<file path="config.mk">
export PLATFORM = sky130hd
export DESIGN_NAME = dcpwm_top
export DESIGN_NICKNAME = d
export VERILOG_FILES = /design/src/design/dcpwm_pkg.sv /design/src/design/dcpwm_top.sv
export SDC_FILE = /design/constraint.sdc
export NUM_CORES = 1
export LEC_CHECK = 0
export BUFFER_PORTS_ARGS = -buffer_cell sky130_fd_sc_hd__clkbuf_2
export CORE_MARGIN = 2
export CORE_UTILIZATION = 55
export DETAILED_ROUTE_END_ITERATION = 8
export GPL_ROUTABILITY_DRIVEN = 1
export PLACE_DENSITY = 0.81
export SYNTH_ARGS = -nofsm -noshare
export SYNTH_HDL_FRONTEND = slang
export SYNTH_SLANG_ARGS = --single-unit
</file>
<file path="constraint.sdc">
create_clock -name clk -period 2.5 [get_ports clk]
set_clock_uncertainty 0.2 [all_clocks]
set_input_delay 0.25 -clock clk [delete_from_list [all_inputs] [get_ports clk]]
set_output_delay 0.25 -clock clk [all_outputs]
set_load 0.05 [all_outputs]
</file>
<file path="src/design/dcpwm_pkg.sv">
package dcpwm_pkg;
  // ----------------------------------------
  // register map
  // ----------------------------------------
  localparam logic [7:0] DCPWM_ADDR_DUTY_ZERO = 8'ha1;
  localparam logic [7:0] DCPWM_ADDR_DUTY_ONE = 8'ha2;
  localparam logic [7:0] DCPWM_ADDR_SETUP = 8'hb2;
  localparam logic [7:0] DCPWM_RESET_VALUE = 8'h00;
  localparam logic [7:0] DCPWM_UNMAPPED_READ = 8'h00;

  // ----------------------------------------
  // pulse_setup fields
  // ----------------------------------------
  localparam int DCPWM_RES_HI = 7;
  localparam int DCPWM_RES_LO = 6;
  localparam int DCPWM_PRESC_HI = 5;
  localparam int DCPWM_PRESC_LO = 2;
  localparam int DCPWM_EN_ONE = 1;
  localparam int DCPWM_EN_ZERO = 0;

  // ----------------------------------------
  // resolution codes and base counts
  // ----------------------------------------
  typedef enum logic [1:0] {
    DCPWM_RES5 = 2'h0,
    DCPWM_RES6 = 2'h1,
    DCPWM_RES7 = 2'h2,
    DCPWM_RES8 = 2'h3
  } dcpwm_res_t;

  localparam logic [7:0] DCPWM_BASE5 = 8'h1f;
  localparam logic [7:0] DCPWM_BASE6 = 8'h3f;
  localparam logic [7:0] DCPWM_BASE7 = 8'h7f;
  localparam logic [7:0] DCPWM_BASE8 = 8'hff;
  localparam logic [7:0] DCPWM_STEP_ONE = 8'h01;
  localparam logic [3:0] DCPWM_PRESC_ONE = 4'h1;
  localparam logic [3:0] DCPWM_PRE_ZERO = 4'h0;
  localparam logic [7:0] DCPWM_STEP_ZERO = 8'h00;
endpackage

</file>
<file path="src/design/dcpwm_top.sv">
// Notes on behaviour
// RULE1: two outputs share one period and prescaler; each has its own duty.
// RULE2: setup bits 7..6 pick 5, 6, 7 or 8 bit resolution.
// RULE3: period is (2^res - 1) times (prescale + 1) clock cycles.
// RULE4: setup bits 5..2 divide output frequency by field plus one.
// RULE5: duty is low res bits of duty register over base count.
// RULE6: setup bit 1 enables channel one onto its pin.
// RULE7: setup bit 0 enables channel zero onto its pin.
// RULE8: duty register writes act on the output immediately.
// RULE9: a period hit by a duty change has high time between old and new.
// RULE10: disabled or zero duty gives low; duty equal base gives constant high.
module dcpwm_top #(
  parameter int DATA_W = 8
) (
  input wire logic clk,
  input wire logic reset,
  input wire logic ce,
  input wire logic [7:0] sfr_addr,
  input wire logic sfr_write,
  input wire logic sfr_read,
  input wire logic [7:0] sfr_wdata,
  output logic [7:0] sfr_rdata,
  output logic pulse_out_zero,
  output logic pulse_out_one
);
  import dcpwm_pkg::*;

  if (DATA_W != 8) begin : width_check_g
    $error("dcpwm_top serves only 8-bit special function registers");
  end

  // ----------------------------------------
  // registers
  // ----------------------------------------
  logic [7:0] pulse_setup;
  logic [7:0] duty_channel_zero;
  logic [7:0] duty_channel_one;
  logic [3:0] pre_cnt;
  logic [7:0] step;

  wire wr_setup = ce && sfr_write && (sfr_addr == DCPWM_ADDR_SETUP);
  wire wr_duty0 = ce && sfr_write && (sfr_addr == DCPWM_ADDR_DUTY_ZERO);
  wire wr_duty1 = ce && sfr_write && (sfr_addr == DCPWM_ADDR_DUTY_ONE);

  always_ff @(posedge clk) begin
    if (reset) begin
      pulse_setup <= DCPWM_RESET_VALUE;
      duty_channel_zero <= DCPWM_RESET_VALUE;
      duty_channel_one <= DCPWM_RESET_VALUE;
    end else begin
      if (wr_setup) begin
        pulse_setup <= sfr_wdata;
      end
      if (wr_duty0) begin
        duty_channel_zero <= sfr_wdata;
      end
      if (wr_duty1) begin
        duty_channel_one <= sfr_wdata;
      end
    end
  end

  // ----------------------------------------
  // read mux
  // ----------------------------------------
  wire [7:0] next_rdata =
    (sfr_addr == DCPWM_ADDR_SETUP) ? pulse_setup :
    (sfr_addr == DCPWM_ADDR_DUTY_ZERO) ? duty_channel_zero :
    (sfr_addr == DCPWM_ADDR_DUTY_ONE) ? duty_channel_one : DCPWM_UNMAPPED_READ;

  always_ff @(posedge clk) begin
    if (reset) begin
      sfr_rdata <= DCPWM_RESET_VALUE;
    end else if (ce && sfr_read) begin
      sfr_rdata <= next_rdata;
    end
  end

  // ----------------------------------------
  // shared timebase
  // ----------------------------------------
  wire dcpwm_res_t res_code = dcpwm_res_t'(pulse_setup[DCPWM_RES_HI:DCPWM_RES_LO]);
  wire [3:0] presc = pulse_setup[DCPWM_PRESC_HI:DCPWM_PRESC_LO];
  wire [7:0] base_count =
    (res_code == DCPWM_RES5) ? DCPWM_BASE5 :
    (res_code == DCPWM_RES6) ? DCPWM_BASE6 :
    (res_code == DCPWM_RES7) ? DCPWM_BASE7 : DCPWM_BASE8; // [RULE2]
  wire [7:0] last_step = base_count - DCPWM_STEP_ONE;
  // >= rather than == so a prescale or resolution drop mid-period cannot strand either count
  wire pre_wrap = pre_cnt >= presc; // [RULE4]
  wire step_wrap = step >= last_step; // [RULE3]
  wire [3:0] next_pre = pre_wrap ? DCPWM_PRE_ZERO : pre_cnt + DCPWM_PRESC_ONE;
  wire [7:0] next_step = !pre_wrap ? step :
    (step_wrap ? DCPWM_STEP_ZERO : step + DCPWM_STEP_ONE);

  always_ff @(posedge clk) begin
    if (reset) begin
      pre_cnt <= DCPWM_PRE_ZERO;
      step <= DCPWM_STEP_ZERO;
    end else if (ce) begin
      pre_cnt <= next_pre; // [RULE4]
      step <= next_step; // [RULE3]
    end
  end

  // ----------------------------------------
  // channel compare
  // ----------------------------------------
  // compare reads the duty register live, so a write lands mid-period and
  // the high time of that period falls between old and new duty
  wire [7:0] duty_reg [2];
  wire [7:0] duty_eff [2];
  wire [1:0] en_ch;
  wire [1:0] next_out;
  assign duty_reg[0] = duty_channel_zero;
  assign duty_reg[1] = duty_channel_one;
  assign en_ch[0] = pulse_setup[DCPWM_EN_ZERO]; // [RULE7]
  assign en_ch[1] = pulse_setup[DCPWM_EN_ONE]; // [RULE6]
  // full duty forced high so a resolution drop cannot notch a constant-high channel
  for (genvar ch = 0; ch < 2; ch++) begin : chan_g
    wire full_ch = duty_eff[ch] == base_count; // [RULE10]
    assign duty_eff[ch] = duty_reg[ch] & base_count; // [RULE5]
    assign next_out[ch] = en_ch[ch] && (full_ch || step < duty_eff[ch]); // [RULE1] [RULE8] [RULE9]
  end
  wire [7:0] duty_eff0 = duty_eff[0];
  wire [7:0] duty_eff1 = duty_eff[1];
  wire en0 = en_ch[0];
  wire en1 = en_ch[1];

  always_ff @(posedge clk) begin
    if (reset) begin
      pulse_out_zero <= 1'b0;
      pulse_out_one <= 1'b0;
    end else if (ce) begin
      pulse_out_zero <= next_out[0];
      pulse_out_one <= next_out[1];
    end
  end

  // ----------------------------------------
  // checks
  // ----------------------------------------
  zero_disabled_a: assert property (@(posedge clk) disable iff (reset) // [RULE7]
    ce && !en0 |=> !pulse_out_zero)
    else $error("channel zero high while disabled");

  one_disabled_a: assert property (@(posedge clk) disable iff (reset) // [RULE6]
    ce && !en1 |=> !pulse_out_one)
    else $error("channel one high while disabled");

  step_bound_a: assert property (@(posedge clk) disable iff (reset) // [RULE2]
    ce && !wr_setup && step < last_step |=> step < base_count)
    else $error("step left the selected resolution");

  presc_hold_a: assert property (@(posedge clk) disable iff (reset) // [RULE4]
    ce && !pre_wrap |=> step == $past(step))
    else $error("step moved before prescaler wrapped");

  step_adv_a: assert property (@(posedge clk) disable iff (reset) // [RULE3]
    ce && pre_wrap && !step_wrap |=> step == $past(step) + DCPWM_STEP_ONE)
    else $error("step did not advance on prescaler wrap");

  full_duty_a: assert property (@(posedge clk) disable iff (reset) // [RULE10]
    ce && en0 && duty_eff0 == base_count |=> pulse_out_zero)
    else $error("full duty did not give high");

  zero_duty_a: assert property (@(posedge clk) disable iff (reset) // [RULE10]
    ce && duty_eff1 == 8'h00 |=> !pulse_out_one)
    else $error("zero duty did not give low");

  live_duty_a: assert property (@(posedge clk) disable iff (reset) // [RULE8]
    ce && en0 && step < base_count |=> pulse_out_zero == ($past(step) <
      ($past(duty_channel_zero) & $past(base_count))))
    else $error("channel zero did not follow live duty");

  shared_period_a: assert property (@(posedge clk) disable iff (reset) // [RULE1]
    ce && en0 && en1 && duty_channel_zero == duty_channel_one
      |=> pulse_out_zero == pulse_out_one)
    else $error("channels with equal duty differ");

  count_freeze_a: assert property (@(posedge clk) disable iff (reset) // [RULE3]
    !ce |=> $stable(step) && $stable(pre_cnt))
    else $error("timebase moved with clock enable low");

  out_freeze_a: assert property (@(posedge clk) disable iff (reset) // [RULE1]
    !ce |=> $stable(pulse_out_zero) && $stable(pulse_out_one))
    else $error("output moved with clock enable low");

  presc_wrap_a: assert property (@(posedge clk) disable iff (reset) // [RULE4]
    ce && pre_wrap |=> pre_cnt == DCPWM_PRE_ZERO)
    else $error("prescaler did not restart");

  presc_count_a: assert property (@(posedge clk) disable iff (reset) // [RULE4]
    ce && !pre_wrap |=> pre_cnt == $past(pre_cnt) + DCPWM_PRESC_ONE)
    else $error("prescaler did not count");

  step_wrap_a: assert property (@(posedge clk) disable iff (reset) // [RULE3]
    ce && pre_wrap && step_wrap |=> step == DCPWM_STEP_ZERO)
    else $error("step did not restart at period end");

  one_live_duty_a: assert property (@(posedge clk) disable iff (reset) // [RULE8]
    ce && en1 && step < base_count |=> pulse_out_one == ($past(step) <
      ($past(duty_channel_one) & $past(base_count))))
    else $error("channel one did not follow live duty");

  zero_duty_low_a: assert property (@(posedge clk) disable iff (reset) // [RULE10]
    ce && duty_eff0 == DCPWM_STEP_ZERO |=> !pulse_out_zero)
    else $error("channel zero with zero duty not low");

  one_full_duty_a: assert property (@(posedge clk) disable iff (reset) // [RULE10]
    ce && en1 && duty_eff1 == base_count |=> pulse_out_one)
    else $error("channel one full duty did not give high");

  read_duty_a: assert property (@(posedge clk) disable iff (reset) // [RULE5]
    ce && sfr_read && sfr_addr == DCPWM_ADDR_DUTY_ZERO
      |=> sfr_rdata == $past(duty_channel_zero))
    else $error("duty readback differs from register");

  setup_write_a: assert property (@(posedge clk) disable iff (reset) // [RULE2]
    wr_setup |=> pulse_setup == $past(sfr_wdata))
    else $error("setup write did not land");

  duty_write_a: assert property (@(posedge clk) disable iff (reset) // [RULE8]
    wr_duty0 |=> duty_channel_zero == $past(sfr_wdata))
    else $error("channel zero duty write did not land");

  duty_one_write_a: assert property (@(posedge clk) disable iff (reset) // [RULE8]
    wr_duty1 |=> duty_channel_one == $past(sfr_wdata))
    else $error("channel one duty write did not land");
endmodule

</file>
# Word-level counts from Yosys, hierarchy flattened
# Index checks and enable logic that the tools add are counted.
# W data, S select, Z words.
# word_totals
input_bits	21
output_inout_bits	10
wordCells	43
reg_bits	46
# classes
n_addsub	3
bitwise_logic	2
n_lt_le_gt_ge	4
n_eq_ne	7
mux	8
reduce_logical	11
# ops
op	count
$mux W8	7
$eq A8 B8 Y1 const B	3
$and A8 B8 Y8	2
$eq A8 B8 Y1	2
$lt A8 B8 Y1	2
$add A8 B1 Y8 const B	1
$ge A8 B8 Y1	1
$sub A8 B1 Y8 const B	1
$logic_and A1 B1 Y1	7
$add A4 B1 Y4 const B	1
$ge A4 B4 Y1	1
$mux W4	1
$eq A2 B1 Y1 const B	1
$eq A2 B2 Y1 const B	1
$logic_not A2 Y1	1
$logic_or A1 B1 Y1	2
$reduce_and A2 Y1	1

# Longest topological paths before layout
# Gate-level depths: netlist of run 1.
# logic_depth
depth_word	8
ltp_mapped	8

# Least setup slack after synthesis of run 1
# Ideal clock, no wire load.
# synth_timing
kind	register to register
startpoint	reg pulse_setup[7]
endpoint	reg step[3]
t_arrival_ps	1885
setup_slack_ps	288
stages_incl_launch_ff	9
period_less_slack_ps	2212
t_required_ps	2172
cell_sequence	dfxtp_1 clkbuf_1 nand2_1 ha_1 nand2_1 a2111oi_2 nor2_2 nand2b_1 o211ai_1
# synth_between
elab_chain_cells	7
elab_cells_between_ends	9
classes_between	1 x add/sub; 1 x order compare; 2 x eq/ne; 4 x mux; 1 x reduce/logical
# synth_rtl
item	line	text
start: declaration	dcpwm_top.sv:35	logic [7:0] pulse_setup;
start signal: assignment	dcpwm_top.sv:52	pulse_setup <= sfr_wdata;
$eq A2 B2 Y1	dcpwm_top.sv:87	(res_code == DCPWM_RES7) ? DCPWM_BASE7 : DCPWM_BASE8;
$mux W8	dcpwm_top.sv:87	
$mux W8	dcpwm_top.sv:86	(res_code == DCPWM_RES6) ? DCPWM_BASE6 :
$mux W8 *	dcpwm_top.sv:85	(res_code == DCPWM_RES5) ? DCPWM_BASE5 :
$sub A8 B1 Y8 *	dcpwm_top.sv:88	wire [7:0] last_step = base_count - DCPWM_STEP_ONE;
$ge A8 B8 Y1 *	dcpwm_top.sv:91	wire step_wrap = step >= last_step;
$mux W8 *	dcpwm_top.sv:94	(step_wrap ? DCPWM_STEP_ZERO : step + DCPWM_STEP_ONE);
end signal: assignment	dcpwm_top.sv:102	step <= next_step;
end: declaration	dcpwm_top.sv:39	logic [7:0] step;
# Mark *: on every way between the ends. The rest lies on a longest branch, timed or not.
# A chain may end at the register's enable or synchronous reset.

# Final worst setup path of run 1
# layout_timing
startpoint	reg step[1]
endpoint	reg step[5]
# layout_between
elab_chain_cells	2
elab_cells_between_ends	3
classes_between	1 x add/sub; 1 x order compare; 1 x mux
# layout_rtl
item	line
$add A8 B1 Y8 / $ge A8 B8 Y1 (equally long branches)	dcpwm_top.sv:94, dcpwm_top.sv:91
$mux W8 *	dcpwm_top.sv:94
# Marks and branches as above.

==> results of run 1 <==
-- worst max path at each step --
stage	slack, ps	end	depth (start not counted)	start
3_5_place_dp	290	step[5]	7	step[0]
6_report	180	step[5]	7	step[1]
5_1_grt	9	step[5]	7	step[0]
2_1_floorplan	290	step[3]	8	pulse_setup[7]
4_1_cts	260	step[6]	7	step[0]
3_3_place_gp	360	step[4]	6	step[1]
-- power groups by stage --
| stage | combinational [mW] | clock, mW | sequential [mW] |
|---|---|---|---|
| 6_report | 0.0916 | 0.437 | 0.742 |
| 5_1_grt | 0.101 | 0.480 | 0.743 |
| 4_1_cts | 0.0909 | 0.442 | 0.742 |
| 3_5_place_dp | 0.0909 | 0 | 0.759 |
| 3_3_place_gp | 0.0887 | 0 | 0.759 |
| 2_1_floorplan | 0.0530 | 0 | 0.757 |
-- metrics by stage --
stage,util,instance area [um^2],hold WS [ps]
4_1_cts,0.634,2970,16.0
3_5_place_dp,0.617,2890,301
2_1_floorplan,-,2660,194
3_3_place_gp,0.617,2890,293
5_1_grt,0.641,3010,22.8
6_report,0.641,3010,13.3
-- critical path: stages (launching register included) --
cell and delay, ps:
dfxtp_1 510, ha_1 240, o2111ai_1 190, a2111oi_4 480, nor2_2 150, buf_4 160
a32oi_1 180, o41ai_2 100
-- layout make-up --
class | instances | share of cell area
multi-input combinational | 231 | 0.541
sequential | 46 | 0.306
timing repair buffer | 41 | 0.0774
inverter | 20 | 0.0258
clock buffer | 6 | 0.0241
tap | 54 | 0.0225
clock inverter | 1 | 0.00250
-- timing repair --
item	4_1_cts	5_1_grt
resized for setup	0	3
setup endpoints to repair	0	1
buffers inserted	0	1
endpoints found under the hold margin	0	0
-- sequential cells by signal, summed over array words and instances, names as in the netlist --
name,cells
step,8
pulse_out_one,1
pulse_out_zero,1
pre_cnt,4
duty_channel_one,8
sfr_rdata,8
pulse_setup,8
duty_channel_zero,8
-- cells in the final DEF (no fill, tap or decap), types with 2 or more instances in the layout --
cell type	netlist	routed
a2111oi_0	2	2
a21boi_0	2	2
a21oi_1	11	11
a22oi_1	8	8
a31oi_1	2	2
and3_1	2	2
buf_4	1	11
clkbuf_2	0	30
clkbuf_8	0	5
dfxtp_1	46	46
ha_1	23	23
inv_1	18	18
mux2i_1	33	33
nand2_1	24	24
nand2b_1	4	4
nand3_1	16	16
nand3b_1	2	2
nand4_1	6	6
nor2_1	40	40
nor2b_1	2	2
nor3_1	3	3
o2111ai_1	2	2
o211ai_1	7	7
o21ai_0	19	19
or3_1	3	3
or4_1	2	2
-- kinds of logic after synthesis --
family,share of synthesized area
adder cells (fa/ha/maj),0.108
AND/OR/NAND/NOR,0.216
multiplexers,0.124
AO/OA/AOI/OAI,0.154
buffers and inverters,0.0517
flip-flops,0.346
-- metal layers --
| layer | up-vias | global-route usage | wire [um] |
|---|---|---|---|
| met5 | - | 0 | 0 |
| met2 | 53 | 0.405 | 2930 |
| li1 | 1192 | - | - |
| met3 | 15 | 0.0425 | 214 |
| met4 | 0 | 0.0869 | 128 |
| met1 | 1100 | 0.352 | 2980 |
==> results.txt, run 1 <==
Psw - 0.308 mW
Hold EP - duty_channel_one[3]
VDD IR max - 327 uV
Crit path capture type - register
Most frequent cell after synthesis - dfxtp_1
Drt pass-1 iters - 4
Setup ws final - 176 ps
Layout cells sized above 1 - 0.162
Warnings from Yosys - 0
Async SR Flop Fraction - 0
HPWL Detailed - 4680 um
Sequential area share after synthesis - 0.346
CTS tree - built
Worst-margin pin slew - 515 ps
Pwr Total - 1.27 mW
FF-to-FF path depth - 7
Syn Inst Count - 309
Area Overhead vs Synth - 13.0%
First-pass GRT wire length - 10600 um
CTS max path bufs - 2
Clock latency on the worst-skew pair - 300 ps
TritonCTS Sinks - 46
RSZ-0062 raised after global routing - false
Hold path start - sfr_wdata[3]
Chip height - 73.6 um
R2r startpoint - step[1]
Via density - 5.91
Worst path arrival time - 2310 ps
Via count - 2360
Int Power - 0.962 mW
Final hold violation count - 0
Setup-failing EPs final - 0
Initial core utilization - 0.567
Gr usage total - 0.255
Synth top area cells - dfxtp_1, mux2i_1, ha_1
Post-synth cell types - 47
Worst slew margin - 0.655
Reg-to-Reg End - step[5]
Achievable Freq - 0.430 GHz
#FFs+latches synth - 46
Initial antenna violation count - 0
WHS Path Cells - 3
Io pins - 31
Worst-path fanout max - 10
Die Span X - 73.6 um
H-tree depth - 2
EDFF count, synth - 0
Hold Path Class - in2reg
Top-area cell type share of the netlist area - 0.346
Register area - 921 um^2
Die area - 0.00541 mm^2
Root buf cell - clkbuf_8
FILL cells - 420
Number of global-route vias before repair - 2238
Synth Cell Area - 0.00266 mm^2
Post-route DRC - 0
FF-to-FF setup slack - 180 ps
Main synth FF type - dfxtp_1
Synth Net Count - 353
Clock network power share - 0.344
Gpl congestion - 0.909
Register share of total power - 0.584
Syn avg cell area - 8.61 um^2
Status - complete, no violations
Area leader, netlist - dfxtp_1
Comb power frac - 0.072
Final Non-Filler Cells - 399
Commonest cells in the netlist - dfxtp_1, nor2_1, mux2i_1, nand2_1, ha_1
Final ANT Viol Nets - 0
Sw frac - 0.242
N_diodes - 0
Maximum capacitance violations - 0
Wire per inst - 15.7 um
Worst-path clk slew - 80 ps
PwrDens - 423 mW/mm^2
CP Class - reg2reg
GR Overflow Total - 0
Setup TNS - 0 ps
I/O Buffers - 30
Nets - 389
DRT iter0 DRCs - 166
Final WL - 6250 um
Startpoint type of the worst setup path - register
Final period utilization - 0.930
Core Area - 0.00469 mm^2
Num CTS Buffers - 5
Slew Limit Fails - 0
Hold-fix buffers, CTS - 0
Multi-input gate area - 0.00163 mm^2
Largest net degree at the start of global routing - 28
Clock period minus worst slack - 2320 ps
Pre-CTS setup slack - 295 ps
Leak - 1.18 nW
Dpl cells - 391
Rows - 25
WP data required - 2490 ps
Power figures use the tool's default switching activity.
==> inputs of run 2 (changes only) <==
--- a/config.mk
+++ b/config.mk
@@ -10,6 +10,7 @@
 export CORE_UTILIZATION = 55
 export DETAILED_ROUTE_END_ITERATION = 8
 export GPL_ROUTABILITY_DRIVEN = 1
+export GPL_TIMING_DRIVEN = 0
 export PLACE_DENSITY = 0.81
 export SYNTH_ARGS = -nofsm -noshare
 export SYNTH_HDL_FRONTEND = slang
==> run 2 against run 1 <==
Against the previous run: via count is 3.9% higher; combinational power is 2% higher; first-iteration DRC count is 9.6% higher; register-to-register slack worse by 40 ps; flip-flop and latch count stayed put; worst setup slack worse by 38 ps; final cell count is 0.75% higher; sequential share of layout area is 0.086 points lower; largest cell class unchanged.
==> results.txt, run 2 (synthesized netlist as in run 1, its figures left out) <==
Register area - 922 um^2 (+0.14%)
Status - complete, no violations
Worst hold slack - 10.4 ps (-2.83 ps)
CP cell instances - clkbuf_4 -> nand2_1 -> ha_1 -> nand2_1 -> a2111oi_4 -> nor3_1 -> o21ai_0 -> a21oi_1
Maximum capacitance violations - 0 (unchanged)
Hold-fix buffers, CTS - 0 (unchanged)
Worst-margin pin slew - 778 ps (+263 ps)
DRT iter0 DRCs - 182 (+9.6%)
Most common cell after layout, fill and taps aside - dfxtp_1
Initial core utilization - 0.567 (unchanged)
Largest net degree at the start of global routing - 15 (-46%)
CTS max path bufs - 2 (unchanged)
Chip height - 73.6 um (unchanged)
Wire per inst - 16.1 um (+2.8%)
Worst-path clk slew - 90 ps (about the same)
Via count - 2452 (+3.9%)
Area Overhead vs Synth - 13.4%
H-tree depth - 2 (unchanged)
Final ANT Viol Nets - 0 (unchanged)
I/O Buffers - 29 (-3.3%)
Crit path buf inv count - 1 (unchanged)
Initial antenna violation count - 0 (unchanged)
Largest stage delay, worst path - 470 ps (-40 ps)
WP data required - 2450 ps (-40 ps)
Die Span X - 73.6 um (unchanged)
VDD IR max - 332 uV (+1.5%)
FILL cells - 395 (-6.0%)
Post-route DRC - 0 (unchanged)
Achievable Freq - 0.423 GHz (-1.6%)
Pre-CTS setup slack - -61.3 ps (-356 ps)
GR Overflow Total - 0 (unchanged)
Gr usage total - 0.248 (-0.00698)
Most frequent cells in the layout - dfxtp_1, nor2_1, mux2i_1, clkbuf_2, nand2_1
Final hold violation count - 0 (unchanged)
Crit path capture type - register
Via density - 6.10 (+3.1%)
HPWL Detailed - 4760 um (+1.7%)
Worst-path fanout max - 10 (unchanged)
Leak - 1.18 nW (about the same)
Core Util, Final - 0.643 (+0.00267)
PwrDens - 429 mW/mm^2 (+1.6%)
Setup TNS - 0 ps (unchanged)
Number of global-route vias before repair - 2190 (-2.1%)
Gpl congestion - 0.864 (-5.0%)
Hold Path Class - in2reg
Worst path arrival time - 2320 ps (about the same)
Clock period minus worst slack - 2360 ps (+38.4 ps)
Slew Limit Fails - 0 (unchanged)
Crit-path leading delay family - compound AO/OA/AOI/OAI gates
TritonCTS Sinks - 46 (unchanged)
Final WL - 6470 um (+3.6%)
Setup ws final - 137 ps (-38.4 ps)
Nets - 391 (+0.51%)
CP Class - reg2reg
Slowest-stage cell, CP - a2111oi_4
N_diodes - 0 (unchanged)
Final period utilization - 0.945 (+0.0154)
Top cell by count, worst path - nand2_1
Layout cells sized above 1 - 0.161 (-0.00140)
Pwr Total - 1.30 mW (+2.0%)
Die area - 0.00541 mm^2 (unchanged)
Num CTS Buffers - 5 (unchanged)
Core Area - 0.00469 mm^2 (unchanged)
Io pins - 31 (unchanged)
Root buf cell - clkbuf_8
Drt pass-1 iters - 4 (unchanged)
Rows - 25 (unchanged)
Clock latency on the worst-skew pair - 310 ps (about the same)
First-pass GRT wire length - 10400 um (-1.6%)
Multi-input gate area - 0.00164 mm^2 (+0.61%)
Startpoint type of the worst setup path - register
CTS tree - built
Setup-failing EPs final - 0 (unchanged)
Worst slew margin - 0.477 (-0.178)
## run 2: area by class of cell
type,instances,share of cell area
Multi-Input combinational cell,231,0.542
Buffer,11,0.0199
Tap cell,54,0.0224
Sequential cell,46,0.305
Timing Repair Buffer,32,0.0555
Clock buffer,6,0.0240
Clock inverter,2,0.00456
Inverter,20,0.0257
## run 2: stage by stage
| stage | instance area, um^2 | cells |
|---|---|---|
| finish | 3020 | 402 |
| global route | 3020 | 402 |
| CTS | 2960 | 400 |
| detailed placement | 2870 | 392 |
| global placement | 2870 | 392 |
| floorplan | 2660 | 309 |
## run 2: what timing repair did
item                                   4_1_cts  5_1_grt
buffers inserted                             0        3
setup endpoints to repair                    7        7
endpoints found under the hold margin        0        0
pin swaps                                    0        1
resized for setup                            1        8
## run 2: final timing paths
| kind | startpoint | to | slack [ps] | cells past startpoint |
|---|---|---|---|---|
| worst max-delay path | pulse_setup[7] | step[2] | 140 | 8 |
| worst min-delay path | sfr_wdata[7] | pulse_setup[7] | 10 | 3 |
| worst max register to register | pulse_setup[7] | step[2] | 140 | 8 |
| worst min register to register | pre_cnt[1] | pre_cnt[1] | 300 | 2 |
## run 2: worst reg2reg max path, delay by kind of cell, from the launching register on
kind / cells / cell delay (ps)
AND/OR/NAND/NOR: 3 / 280
buffers and inverters: 1 / 220
AO/OA/AOI/OAI: 3 / 800
flip-flops: 1 / 410
adder cells (fa/ha/maj): 1 / 300
## run 2: power breakdown
group	internal (mW)	switching (mW)	total [mW]
sequential	0.735	0.00703	0.742
clock	0.198	0.263	0.461
combinational	0.0338	0.0592	0.0930
total	0.967	0.329	1.30
## run 2: metal layers
| layer | global-route usage | vias up | part of all wire |
|---|---|---|---|
| met5 | 0 | - | 0 |
| met4 | 0.0727 | 0 | 0.020 |
| met3 | 0.0439 | 13 | 0.066 |
| met2 | 0.392 | 92 | 0.47 |
| met1 | 0.347 | 1142 | 0.45 |
| li1 | - | 1205 | - |
